<file path="config.mk">
export PLATFORM = sky130hd
export DESIGN_NAME = dsc_port
export DESIGN_NICKNAME = d
export VERILOG_FILES = /design/src/inc/dsc_pkg.sv /design/src/inc/dsc_if.sv /design/src/rtl/dsc_port.sv /design/src/rtl/dsc_shift.sv
export VERILOG_INCLUDE_DIRS = /design/src /design/src/inc
export SDC_FILE = /design/constraint.sdc
export NUM_CORES = 1
export LEC_CHECK = 0
export ABC_AREA = 1
export BUFFER_PORTS_ARGS = -buffer_cell sky130_fd_sc_hd__buf_2
export CAP_MARGIN = 30
export CORE_AREA = 2 2 89 109
export DETAILED_ROUTE_END_ITERATION = 16
export DIE_AREA = 0 0 91 111
export HOLD_SLACK_MARGIN = 0.05
export MAX_ROUTING_LAYER = met4
export PLACE_DENSITY_LB_ADDON = 0.25
export SYNTH_ARGS = -nofsm -noshare
export SYNTH_HDL_FRONTEND = slang
export SYNTH_SLANG_ARGS = --single-unit
export TNS_END_PERCENT = 20
</file>
<file path="constraint.sdc">
create_clock -name i_core_clk -period 2.6 [get_ports i_core_clk]
set_input_delay 0.52 -clock i_core_clk [delete_from_list [all_inputs] [get_ports i_core_clk]]
set_output_delay 0.52 -clock i_core_clk [all_outputs]
set_load 0.03 [all_outputs]
</file>
<file path="src/inc/dsc_consts.svh">
// Constants for the daisy-chain serial port: frame layout, counter width and reset values
`ifndef DSC_CONSTS_SVH
`define DSC_CONSTS_SVH

// Frame layout
`define DSC_FRAME_BITS 24
`define DSC_CMD_BITS 8
`define DSC_DATA_BITS 16
`define DSC_CMD_MSB 23
`define DSC_CMD_LSB 16
`define DSC_DATA_MSB 15
`define DSC_DATA_LSB 0

// Bit counter width, holds 0..FRAME_BITS
`define DSC_CNT_BITS 5

// Reset values
`define DSC_CMD_RST 8'h00
`define DSC_DATA_RST 16'h0000
`define DSC_WORD_RST 24'h000000

`endif

</file>
<file path="src/inc/dsc_pkg.sv">
// Types for the daisy-chain serial port
package dsc_pkg;

  // Port state, one-hot
  typedef enum logic [1:0] {
    DSC_IDLE = 2'b01,
    DSC_SELECT = 2'b10
  } dsc_state_e;

  typedef struct packed {
    logic [7:0] cmd;
    logic [15:0] data;
  } dsc_frame_s;

endpackage

</file>
<file path="src/inc/dsc_if.sv">
// Carrier between the port controller and its shift register
`timescale 1ns/1ps
interface dsc_if #(
  parameter int FRAME_BITS = 24,
  parameter int CNT_BITS = 5
);
  logic clear;
  logic shift_en;
  logic din_bit;
  logic [FRAME_BITS-1:0] word;
  logic full;
  logic out_bit;

  modport ctl (
    output clear,
    output shift_en,
    output din_bit,
    input word,
    input full,
    input out_bit
  );

  modport sr (
    input clear,
    input shift_en,
    input din_bit,
    output word,
    output full,
    output out_bit
  );
endinterface

</file>
<file path="src/rtl/dsc_port.sv">
// Daisy-chain serial slave port: pin sampling, frame capture, pass-through output
//
// Operation
// - Serial clock and data are ignored unless chip select is held low.
// - A frame is 24 bits: 8 command bits then 16 data bits.
// - Output repeats each input bit 24.5 serial clocks after its falling-edge sample.
// - Serial output is undriven whenever chip select is high.
`timescale 1ns/1ps
`include "dsc_consts.svh"
module dsc_port #(
  parameter int FRAME_BITS = `DSC_FRAME_BITS,
  parameter int CNT_BITS = `DSC_CNT_BITS
) (
  // Clock and reset
  input wire logic i_core_clk,
  input wire logic i_rst,
  // Serial pins from the host
  input wire logic i_cs_n,
  input wire logic i_sclk,
  input wire logic i_din,
  // Serial data out, three-state
  output logic o_dout,
  output logic o_dout_oe,
  // Received frame
  output logic [`DSC_CMD_BITS-1:0] o_cmd,
  output logic [`DSC_DATA_BITS-1:0] o_data,
  output logic o_frame_stb,
  output logic o_short_stb,
  output logic o_busy,
  // Shared open-drain fault line
  input wire logic i_fault,
  output logic o_fault_n_o,
  output logic o_fault_n_oe
);

  dsc_if #(.FRAME_BITS(FRAME_BITS), .CNT_BITS(CNT_BITS)) sr_bus ();

  dsc_shift #(
    .FRAME_BITS(FRAME_BITS),
    .CNT_BITS(CNT_BITS)
  ) u_shift (
    .i_core_clk(i_core_clk),
    .i_rst(i_rst),
    .bus(sr_bus.sr)
  );

  // Splits a captured word into command and data fields
  function automatic dsc_pkg::dsc_frame_s split_word(input logic [FRAME_BITS-1:0] w);
    dsc_pkg::dsc_frame_s f;
    f.cmd = w[`DSC_CMD_MSB:`DSC_CMD_LSB];
    f.data = w[`DSC_DATA_MSB:`DSC_DATA_LSB];
    return f;
  endfunction

  // Pin synchronisers
  // Two flops each: the pins are asynchronous to the core clock
  logic cs_n_s1;
  logic cs_n_s2;
  logic sclk_s1;
  logic sclk_s2;
  logic sclk_d;
  logic din_s1;
  logic din_s2;

  always_ff @(posedge i_core_clk or posedge i_rst) begin
    if (i_rst) begin
      cs_n_s1 <= 1'b1;
      cs_n_s2 <= 1'b1;
      sclk_s1 <= 1'b0;
      sclk_s2 <= 1'b0;
      sclk_d <= 1'b0;
      din_s1 <= 1'b0;
      din_s2 <= 1'b0;
    end else begin
      cs_n_s1 <= i_cs_n;
      cs_n_s2 <= cs_n_s1;
      sclk_s1 <= i_sclk;
      sclk_s2 <= sclk_s1;
      sclk_d <= sclk_s2;
      din_s1 <= i_din;
      din_s2 <= din_s1;
    end
  end

  // Third stage only for edge detection; each clock phase needs 3+ core cycles
  logic sclk_fall;
  logic sclk_rise;
  assign sclk_fall = sclk_d & ~sclk_s2;
  assign sclk_rise = ~sclk_d & sclk_s2;

  // Port state and outputs
  dsc_pkg::dsc_state_e state;
  dsc_pkg::dsc_state_e next_state;
  logic dout;
  logic next_dout;
  logic dout_oe;
  logic next_dout_oe;
  logic [`DSC_CMD_BITS-1:0] cmd;
  logic [`DSC_CMD_BITS-1:0] next_cmd;
  logic [`DSC_DATA_BITS-1:0] data;
  logic [`DSC_DATA_BITS-1:0] next_data;
  logic frame_stb;
  logic next_frame_stb;
  logic short_stb;
  logic next_short_stb;
  logic fault_oe;
  logic next_fault_oe;
  logic fault_o;
  logic next_fault_o;
  logic clear;
  logic shift_en;
  dsc_pkg::dsc_frame_s last_frame;

  assign last_frame = split_word(sr_bus.word);

  always_comb begin
    next_state = state;
    next_dout = dout;
    next_dout_oe = dout_oe;
    next_cmd = cmd;
    next_data = data;
    next_frame_stb = 1'b0;
    next_short_stb = 1'b0;
    clear = 1'b0;
    shift_en = 1'b0;
    // Open drain: pull low while the fault stands, never drive high
    next_fault_oe = i_fault;
    next_fault_o = 1'b0;
    unique case (state)
      dsc_pkg::DSC_IDLE: begin
        next_dout_oe = 1'b0;
        next_dout = 1'b0;
        if (!cs_n_s2) begin
          // Fresh frame: counter restarts so a short burst is caught
          clear = 1'b1;
          next_dout_oe = 1'b1;
          next_state = dsc_pkg::DSC_SELECT;
        end
      end
      dsc_pkg::DSC_SELECT: begin
        if (cs_n_s2) begin
          // Earlier bits went out on the output and are not acted on
          next_dout_oe = 1'b0;
          next_dout = 1'b0;
          next_state = dsc_pkg::DSC_IDLE;
          if (sr_bus.full) begin
            next_cmd = last_frame.cmd;
            next_data = last_frame.data;
            next_frame_stb = 1'b1;
          end else begin
            next_short_stb = 1'b1;
          end
        end else begin
          // Edges count only while selected
          shift_en = sclk_fall;
          // Rising edge half a clock after the 24th later fall
          if (sclk_rise) begin
            next_dout = sr_bus.out_bit;
          end
        end
      end
    endcase
  end

  assign sr_bus.clear = clear;
  assign sr_bus.shift_en = shift_en;
  // Same sync depth as the clock pin, so data lines up with its fall
  assign sr_bus.din_bit = din_s2;

  always_ff @(posedge i_core_clk or posedge i_rst) begin
    if (i_rst) begin
      state <= dsc_pkg::DSC_IDLE;
      dout <= 1'b0;
      dout_oe <= 1'b0;
      cmd <= `DSC_CMD_RST;
      data <= `DSC_DATA_RST;
      frame_stb <= 1'b0;
      short_stb <= 1'b0;
      fault_oe <= 1'b0;
      fault_o <= 1'b0;
    end else begin
      state <= next_state;
      dout <= next_dout;
      dout_oe <= next_dout_oe;
      cmd <= next_cmd;
      data <= next_data;
      frame_stb <= next_frame_stb;
      short_stb <= next_short_stb;
      fault_oe <= next_fault_oe;
      fault_o <= next_fault_o;
    end
  end

  logic busy;
  logic next_busy;

  always_comb begin
    next_busy = (next_state == dsc_pkg::DSC_SELECT);
  end

  always_ff @(posedge i_core_clk or posedge i_rst) begin
    if (i_rst) begin
      busy <= 1'b0;
    end else begin
      busy <= next_busy;
    end
  end

  assign o_dout = dout;
  assign o_dout_oe = dout_oe;
  assign o_cmd = cmd;
  assign o_data = data;
  assign o_frame_stb = frame_stb;
  assign o_short_stb = short_stb;
  assign o_busy = busy;
  assign o_fault_n_o = fault_o;
  assign o_fault_n_oe = fault_oe;

endmodule

</file>
<file path="src/rtl/dsc_shift.sv">
// Frame shift register with bit counter and delayed pass-through bit
`timescale 1ns/1ps
`include "dsc_consts.svh"
module dsc_shift #(
  parameter int FRAME_BITS = `DSC_FRAME_BITS,
  parameter int CNT_BITS = `DSC_CNT_BITS
) (
  // Clock and reset
  input wire logic i_core_clk,
  input wire logic i_rst,
  // Controller side
  dsc_if.sr bus
);

  localparam logic [CNT_BITS-1:0] FULL_CNT = CNT_BITS'(FRAME_BITS);

  logic [FRAME_BITS-1:0] word;
  logic [FRAME_BITS-1:0] next_word;
  logic [CNT_BITS-1:0] cnt;
  logic [CNT_BITS-1:0] next_cnt;
  logic hold;
  logic next_hold;

  always_comb begin
    next_word = word;
    next_cnt = cnt;
    next_hold = hold;
    if (bus.clear) begin
      next_cnt = '0;
      next_hold = 1'b0;
    end else if (bus.shift_en) begin
      // Bit leaving the top was taken 24 falling edges ago
      next_hold = word[FRAME_BITS-1];
      next_word = {word[FRAME_BITS-2:0], bus.din_bit};
      // Saturates: only the last 24 bits matter at deselect
      if (cnt != FULL_CNT) begin
        next_cnt = cnt + 1'b1;
      end
    end
  end

  always_ff @(posedge i_core_clk or posedge i_rst) begin
    if (i_rst) begin
      word <= '0;
      cnt <= '0;
      hold <= 1'b0;
    end else begin
      word <= next_word;
      cnt <= next_cnt;
      hold <= next_hold;
    end
  end

  assign bus.word = word;
  assign bus.full = (cnt == FULL_CNT);
  assign bus.out_bit = hold;

endmodule

</file>
==> impl_results.md, run 1 <==
* Post-route ant nets at 0
* CTS Sinks at 69
* Final Wtd Congestion at 0.792
* PortBufs at 35
* GRT Residual Overflow at 0
* Crit-path slowest cell: dfrtp_1
* Worst min path class: primary input to asynchronous set/reset pin
* Final WL at 4780 um
* Gr usage total at 11.5%
* Die height at 111 um
* CP arrival at 2.04 ns
* Smallest hold slack at 0.177 ns
* Effective utilization at floorplan at 28.9%
* Critical Path Sink Type: flop
* Crit path max-delay family: buffers and inverters
* Sequential area share after synthesis at 65.2%
* Routed vias/inst at 4.18
* Minimum clock period at 1.78 ns
* First-pass GRT wire length at 8730 um
* Post-synthesis register bit count at 69
* Vias in the first global route at 1,752
* Final slew viol count at 0
* Longest Clk Path Bufs at 2
* Area Growth Syn to Fin at 23.0%
* PostCTS Resize Cnt at 0
* FF-to-FF path depth at 8
* Fmax at 562 MHz
* DP Worst Slack at 0.824 ns
* Core Util, Final at 35.6%
* RSZ-0062 raised after global routing: false
* Layout cell share with drive strength beyond 1 at 23.0%
* Layout fillers at 980
* CP Class: flop to flop
* Setup Viol. Count Final at 0
* Vias at 1,784
* # H-tree levels at 3
* EDFF count, synth at 0
* Syn Nets at 268
* CP required at 2.86 ns
* CTS buffer count at 9
* Die area at 10,100 um^2
* Final nets at 307
* Overall power at 2540 uW
* Row count at 39
* Worst vdd ir at 303 uV
* Yosys warns at 0
* Die X at 91 um
* DP HPWL at 3200 um
* Leak pwr at 0.00160 uW
* Crit-path cells: inv_1 > ha_1 > nand4_4 > inv_2 > nand2_2 > buf_4 > nand2_1 > o21ai_1
* Final worst setup slack at 0.820 ns
* CP Buf/Inv Count at 3
* PwrDens at 778 nW/um^2
* Most used DFF post-synth: dfrtp_1
* Syn_area_per_cell at 10.2 um^2
* Syn Inst Count at 260
* Synthesized area at 2650 um^2
* Clock-pin transition on the worst setup and hold timing paths at 0.05 ns
* Distinct cells, synth at 26
* Number of cells on the critical path at 8
* Setup TNS at 0 ns
* Final hold violation count at 0
* # hold bufs at CTS at 0
* Max incr delay on CP at 0.41 ns
* Clock latency on the worst-skew pair at 0.33 ns
* Critical Path Source Type: flop
* Top-Level Pins at 37
* Initial antenna violation count at 0
* Status: finished, final reports clean
* Largest net degree at the start of global routing at 41
* DRT Pass-1 Iters at 4
* Number of max-cap violations at 0
* Total core area at 9170 um^2
* Tcrit/Tclk final at 68.5%
* Diodes inserted at 0
* Root Buffer: clkbuf_16
* Avg WL per Cell at 11.2 um
* DR iter-0 viols at 61
* Async set or reset register ratio after synthesis at 100%
* Critical Path Fanout Max at 31
* Setup Skew at 0.00535 ns
* CTS tree: done
* Post-route DRC at 0
* Setup bufs post-CTS at 0
==> final timing paths <==
path	startpoint	slack [ns]	to
setup / recovery	u_shift.cnt[0]$_DFFE_PP0P_	0.82	o_data[15]$_DFFE_PP0P_
hold / removal	i_rst	0.18	o_fault_n_oe$_DFF_PP0_
setup reg to reg	u_shift.cnt[0]$_DFFE_PP0P_	0.82	o_data[15]$_DFFE_PP0P_
hold reg to reg	din_s1$_DFF_PP0_	0.34	din_s2$_DFF_PP0_
max in group asynchronous	i_rst	1.80	cs_n_s1$_DFF_PP1_
min in group i_core_clk	i_din	0.29	din_s1$_DFF_PP0_
==> layout make-up <==
| type | count | area (um^2) | share of cell area (%) |
|---|---|---|---|
| clock inverter | 5 | 75.1 | 2.30 |
| inverter | 38 | 143 | 4.37 |
| multi-input combinational | 142 | 699 | 21.4 |
| timing repair buffer | 39 | 218 | 6.67 |
| tap | 123 | 154 | 4.72 |
| sequential | 69 | 1730 | 53.0 |
| clock buffer | 11 | 243 | 7.44 |
==> worst reg2reg max path: cells and delay by family, from the launching register on <==
family,cells,cell delay (ns)
and+or+nand+nor,3,0.47
buffers and inverters,3,0.51
DFF,1,0.41
adders and majority gates,1,0.23
AOI/OAI and AO/OA,1,0.08
==> cells in the final DEF, fill, tap and decap left out, types with 2 or more instances in the layout <==
master	n
dfstp_2	3
clkbuf_16	9
bufinv_16	2
buf_4	3
ha_1	2
o21ai_2	4
buf_2	35
nand4_1	4
inv_2	5
inv_1	33
a21oi_1	2
o21ai_0	30
o21ai_1	17
clkinv_2	3
nand2_1	63
dfrtp_1	66
nand3_1	10
nor2_1	2
==> Yosys cell counts (2+ instances only) <==
cell,count,area [um^2]
buf_6,3,33.8
nand4_1,4,25.0
dfstp_2,3,78.8
buf_2,3,15.0
nor2_1,2,7.51
a21oi_1,2,10.0
buf_4,3,22.5
dfrtp_1,66,1650
o21ai_0,30,150
o21ai_2,4,35.0
ha_1,2,25.0
inv_2,4,15.0
nand3_1,10,50.1
inv_1,34,128
nand2_1,63,236
o21ai_1,17,85.1
==> stage by stage <==
step / cell area [um^2] / cells
5_1_grt: 3260 / 427
3_3_place_gp: 2940 / 411
3_5_place_dp: 2940 / 411
2_1_floorplan: 2650 / 260
4_1_cts: 3260 / 427
6_report: 3260 / 427
==> flip-flops by register name (all words and copies together), names as in the netlist, 2 cells and up <==
signal and cells:
o_cmd 8, o_data 16, state 2, u_shift.bus.word 24, u_shift.cnt 5
==> where the power goes <==
part | internal (uW) | switching, uW
Clock | 860 | 427
Combinational | 33.3 | 79.1
Sequential | 1110 | 25.1
Total | 2010 | 532
==> layer usage <==
metal / vias to the layer above / share of wire (%) / track usage, %
li1: 897 / - / -
met1: 836 / 48 / 14.9
met2: 36 / 44 / 15.7
met3: 15 / 4.1 / 2.79
met4: 0 / 3.6 / 7.78
met5: - / 0 / -
==> cells by family after synthesis <==
family          Yosys count  synth area share, %
compound gates           53                 10.6
xor+xnor                  2                0.660
fa+ha+maj                 2                0.943
buf+inv                  49                 8.40
flops                    69                 65.2
other cells               1                0.141
simple gates             84                 14.1
No activity file was read; power rests on OpenSTA's default activity.
==> run 2: changes to the inputs <==
==> constraint.sdc (replaced) <==
create_clock -name i_core_clk -period 1.74 [get_ports i_core_clk]
set_input_delay 0.348 -clock i_core_clk [delete_from_list [all_inputs] [get_ports i_core_clk]]
set_output_delay 0.348 -clock i_core_clk [all_outputs]
set_load 0.03 [all_outputs]
==> impl_results.md, run 2 (synthesized netlist as in run 1, its figures left out) <==
* Status: finished, final reports clean
* CP Buf/Inv Count at 4 (+1)
* Longest Clk Path Bufs at 2 (unchanged)
* Die area at 10,100 um^2 (unchanged)
* Post-route ant nets at 0 (unchanged)
* Worst min path class: primary input to flop
* Initial antenna violation count at 0 (unchanged)
* Largest net degree at the start of global routing at 49 (+20%)
* CTS Sinks at 69 (unchanged)
* DP Worst Slack at 0.243 ns (-0.580 ns)
* Max reg flops at 24 (unchanged)
* Critical Path Sink Type: flop
* PortBufs at 35 (unchanged)
* DR iter-0 viols at 88 (+44%)
* DP Area at 2970 um^2 (+0.98%)
* Top-Level Pins at 37 (unchanged)
* CP Class: flop to flop
* Fmax at 663 MHz (+18%)
* Row count at 39 (unchanged)
* DRT Pass-1 Iters at 4 (unchanged)
* Crit-path slowest cell: dfrtp_1
* PwrDens at 1110 nW/um^2 (+43%)
* RSZ-0062 raised after global routing: false
* Vias in the first global route at 1,770 (+1.0%)
* Tcrit/Tclk final at 86.7% (+18 points)
* Final slew viol count at 0 (unchanged)
* Avg WL per Cell at 10.8 um (-3.4%)
* Layout cell share with drive strength beyond 1 at 22.6% (-0.40 points)
* Vias at 1,775 (-0.50%)
* Post-route DRC at 0 (unchanged)
* Final nets at 308 (+0.33%)
* Leak pwr at 0.00159 uW (-0.46%)
* Smallest hold slack at 0.117 ns (-0.0600 ns)
* Final worst setup slack at 0.231 ns (-0.589 ns)
* Area Growth Syn to Fin at 23.5%
* Number of cells on the critical path at 9 (+1)
* Max incr delay on CP at 0.40 ns (about the same)
* Root Buffer: clkbuf_16
* Combinational power share at 4.7% (+0.3 points)
* Net switching power at 782 uW (+47%)
* Crit-path cells: inv_1 > ha_1 > nand4_4 > inv_2 > nand2_2 > buf_12 > inv_1 > nand2_1 > nand2_1
* Critical Path Start: u_shift.cnt[0]$_DFFE_PP0P_
* Critical Path Source Type: flop
* FF-to-FF path depth at 9 (+1)
* Setup Viol. Count Final at 0 (unchanged)
* Minimum clock period at 1.51 ns (-0.271 ns)
* Final Wtd Congestion at 0.739 (-6.7%)
* Worst vdd ir at 478 uV (+58%)
* Layout fillers at 980 (unchanged)
* Final hold violation count at 0 (unchanged)
* Crit path max-delay family: buffers and inverters
* Setup TNS at 0 ns (unchanged)
* Final WL at 4630 um (-3.2%)
* Critical Path Fanout Max at 48 (+55%)
* Clock latency on the worst-skew pair at 0.33 ns (about the same)
* Die height at 111 um (unchanged)
* Top reg by flops: u_shift.bus.word
* Routed vias/inst at 4.15 (-0.74%)
* Setup crit end: o_cmd[6]$_DFFE_PP0P_
* Most frequent cells in the layout: dfrtp_1 (66), nand2_1 (63), buf_2 (35), inv_1 (33), o21ai_0 (30)
* Setup Skew at 0.00454 ns (-0.000815 ns)
* Pint at 2860 uW (+43%)
* Diodes inserted at 0 (unchanged)
* Switching part of the total at 21.5% (+0.53 points)
* Reg2reg end: o_cmd[6]$_DFFE_PP0P_
* CP required at 1.96 ns (-0.90 ns)
* Total core area at 9170 um^2 (unchanged)
* GRT Residual Overflow at 0 (unchanged)
* Most common cell after layout, fill and taps aside: dfrtp_1
* First-pass GRT wire length at 8200 um (-6.0%)
* CTS buffer count at 9 (unchanged)
* Fin area at 3280 um^2 (+0.46%)
* Effective utilization at floorplan at 28.9% (unchanged)
* Flop pwr share at 46.8% (+1.9 points)
* CP arrival at 1.73 ns (-0.31 ns)
* PostCTS Resize Cnt at 0 (unchanged)
* Die X at 91 um (unchanged)
* # H-tree levels at 3 (unchanged)
* Clock share of power at 48.5% (-2.2 points)
* FF-to-FF setup slack at 0.23 ns (-0.59 ns)
* Number of max-cap violations at 0 (unchanged)
* Gr usage total at 10.8% (-0.68 points)
* Clock-pin transition on the worst setup and hold timing paths at 0.05 ns (about the same)
* Worst reg2reg path startpoint: u_shift.cnt[0]$_DFFE_PP0P_
* DP HPWL at 3000 um (-6.3%)
* CTS tree: done
run 2: what timing repair did:
action | CTS | global route
endpoints found under the hold margin | 12 | 0
hold buffers | 1 | 0
setup buffers | 0 | 0
run 2: area by class of cell:
class,count,area (um^2),share of cell area (%)
repair buffers,40,253,7.71
well taps,123,154,4.70
multi-input cells,142,699,21.3
clock inverters,4,47.5,1.45
inverters,38,146,4.47
flip-flops and latches,69,1730,52.8
clock buffers,12,246,7.52
run 2: worst min path at each step:
stage                      start           endpoint  slack, ns  depth (start not counted)
2_1_floorplan   din_s1$_DFF_PP0_   din_s2$_DFF_PP0_       0.33                          0
3_3_place_gp   sclk_s1$_DFF_PP0_  sclk_s2$_DFF_PP0_       0.33                          0
3_5_place_dp    din_s1$_DFF_PP0_   din_s2$_DFF_PP0_       0.34                          0
4_1_cts                   i_cs_n  cs_n_s1$_DFF_PP1_       0.10                          1
5_1_grt                   i_cs_n  cs_n_s1$_DFF_PP1_       0.11                          1
6_report                  i_cs_n  cs_n_s1$_DFF_PP1_       0.12                          1
run 2: worst reg2reg max path, delay by kind of cell, from the launching register on:
family	cells	cell delay [ns]
buffers and inverters	4	0.46
flip-flops	1	0.40
AND/OR/NAND/NOR	4	0.30
adder cells (fa/ha/maj)	1	0.23
run 2: power by group through the flow:
| stage | sequential (uW) | combinational [uW] | clock (uW) |
|---|---|---|---|
| 6_report | 1700 | 172 | 1770 |
| 5_1_grt | 1710 | 202 | 1900 |
| 4_1_cts | 1700 | 179 | 1840 |
| 3_5_place_dp | 1730 | 177 | 0 |
| 3_3_place_gp | 1730 | 174 | 0 |
| 2_1_floorplan | 1730 | 116 | 0 |
run 2: routing by layer:
layer	vias to the layer above	track usage, %	routed length [um]
li1	894	-	-
met1	844	12.3	2090
met2	27	16.1	2210
met3	10	4.01	199
met4	0	6.36	129
met5	-	-	0
run 2: metrics by stage:
step / std cells / util (%) / total power, uW
after floorplan: 260 / - / 1850
after global placement: 411 / 32.4 / 1900
after detailed placement: 411 / 32.4 / 1910
after CTS: 428 / 35.7 / 3720
after global routing: 428 / 35.7 / 3810
final: 428 / 35.7 / 3640
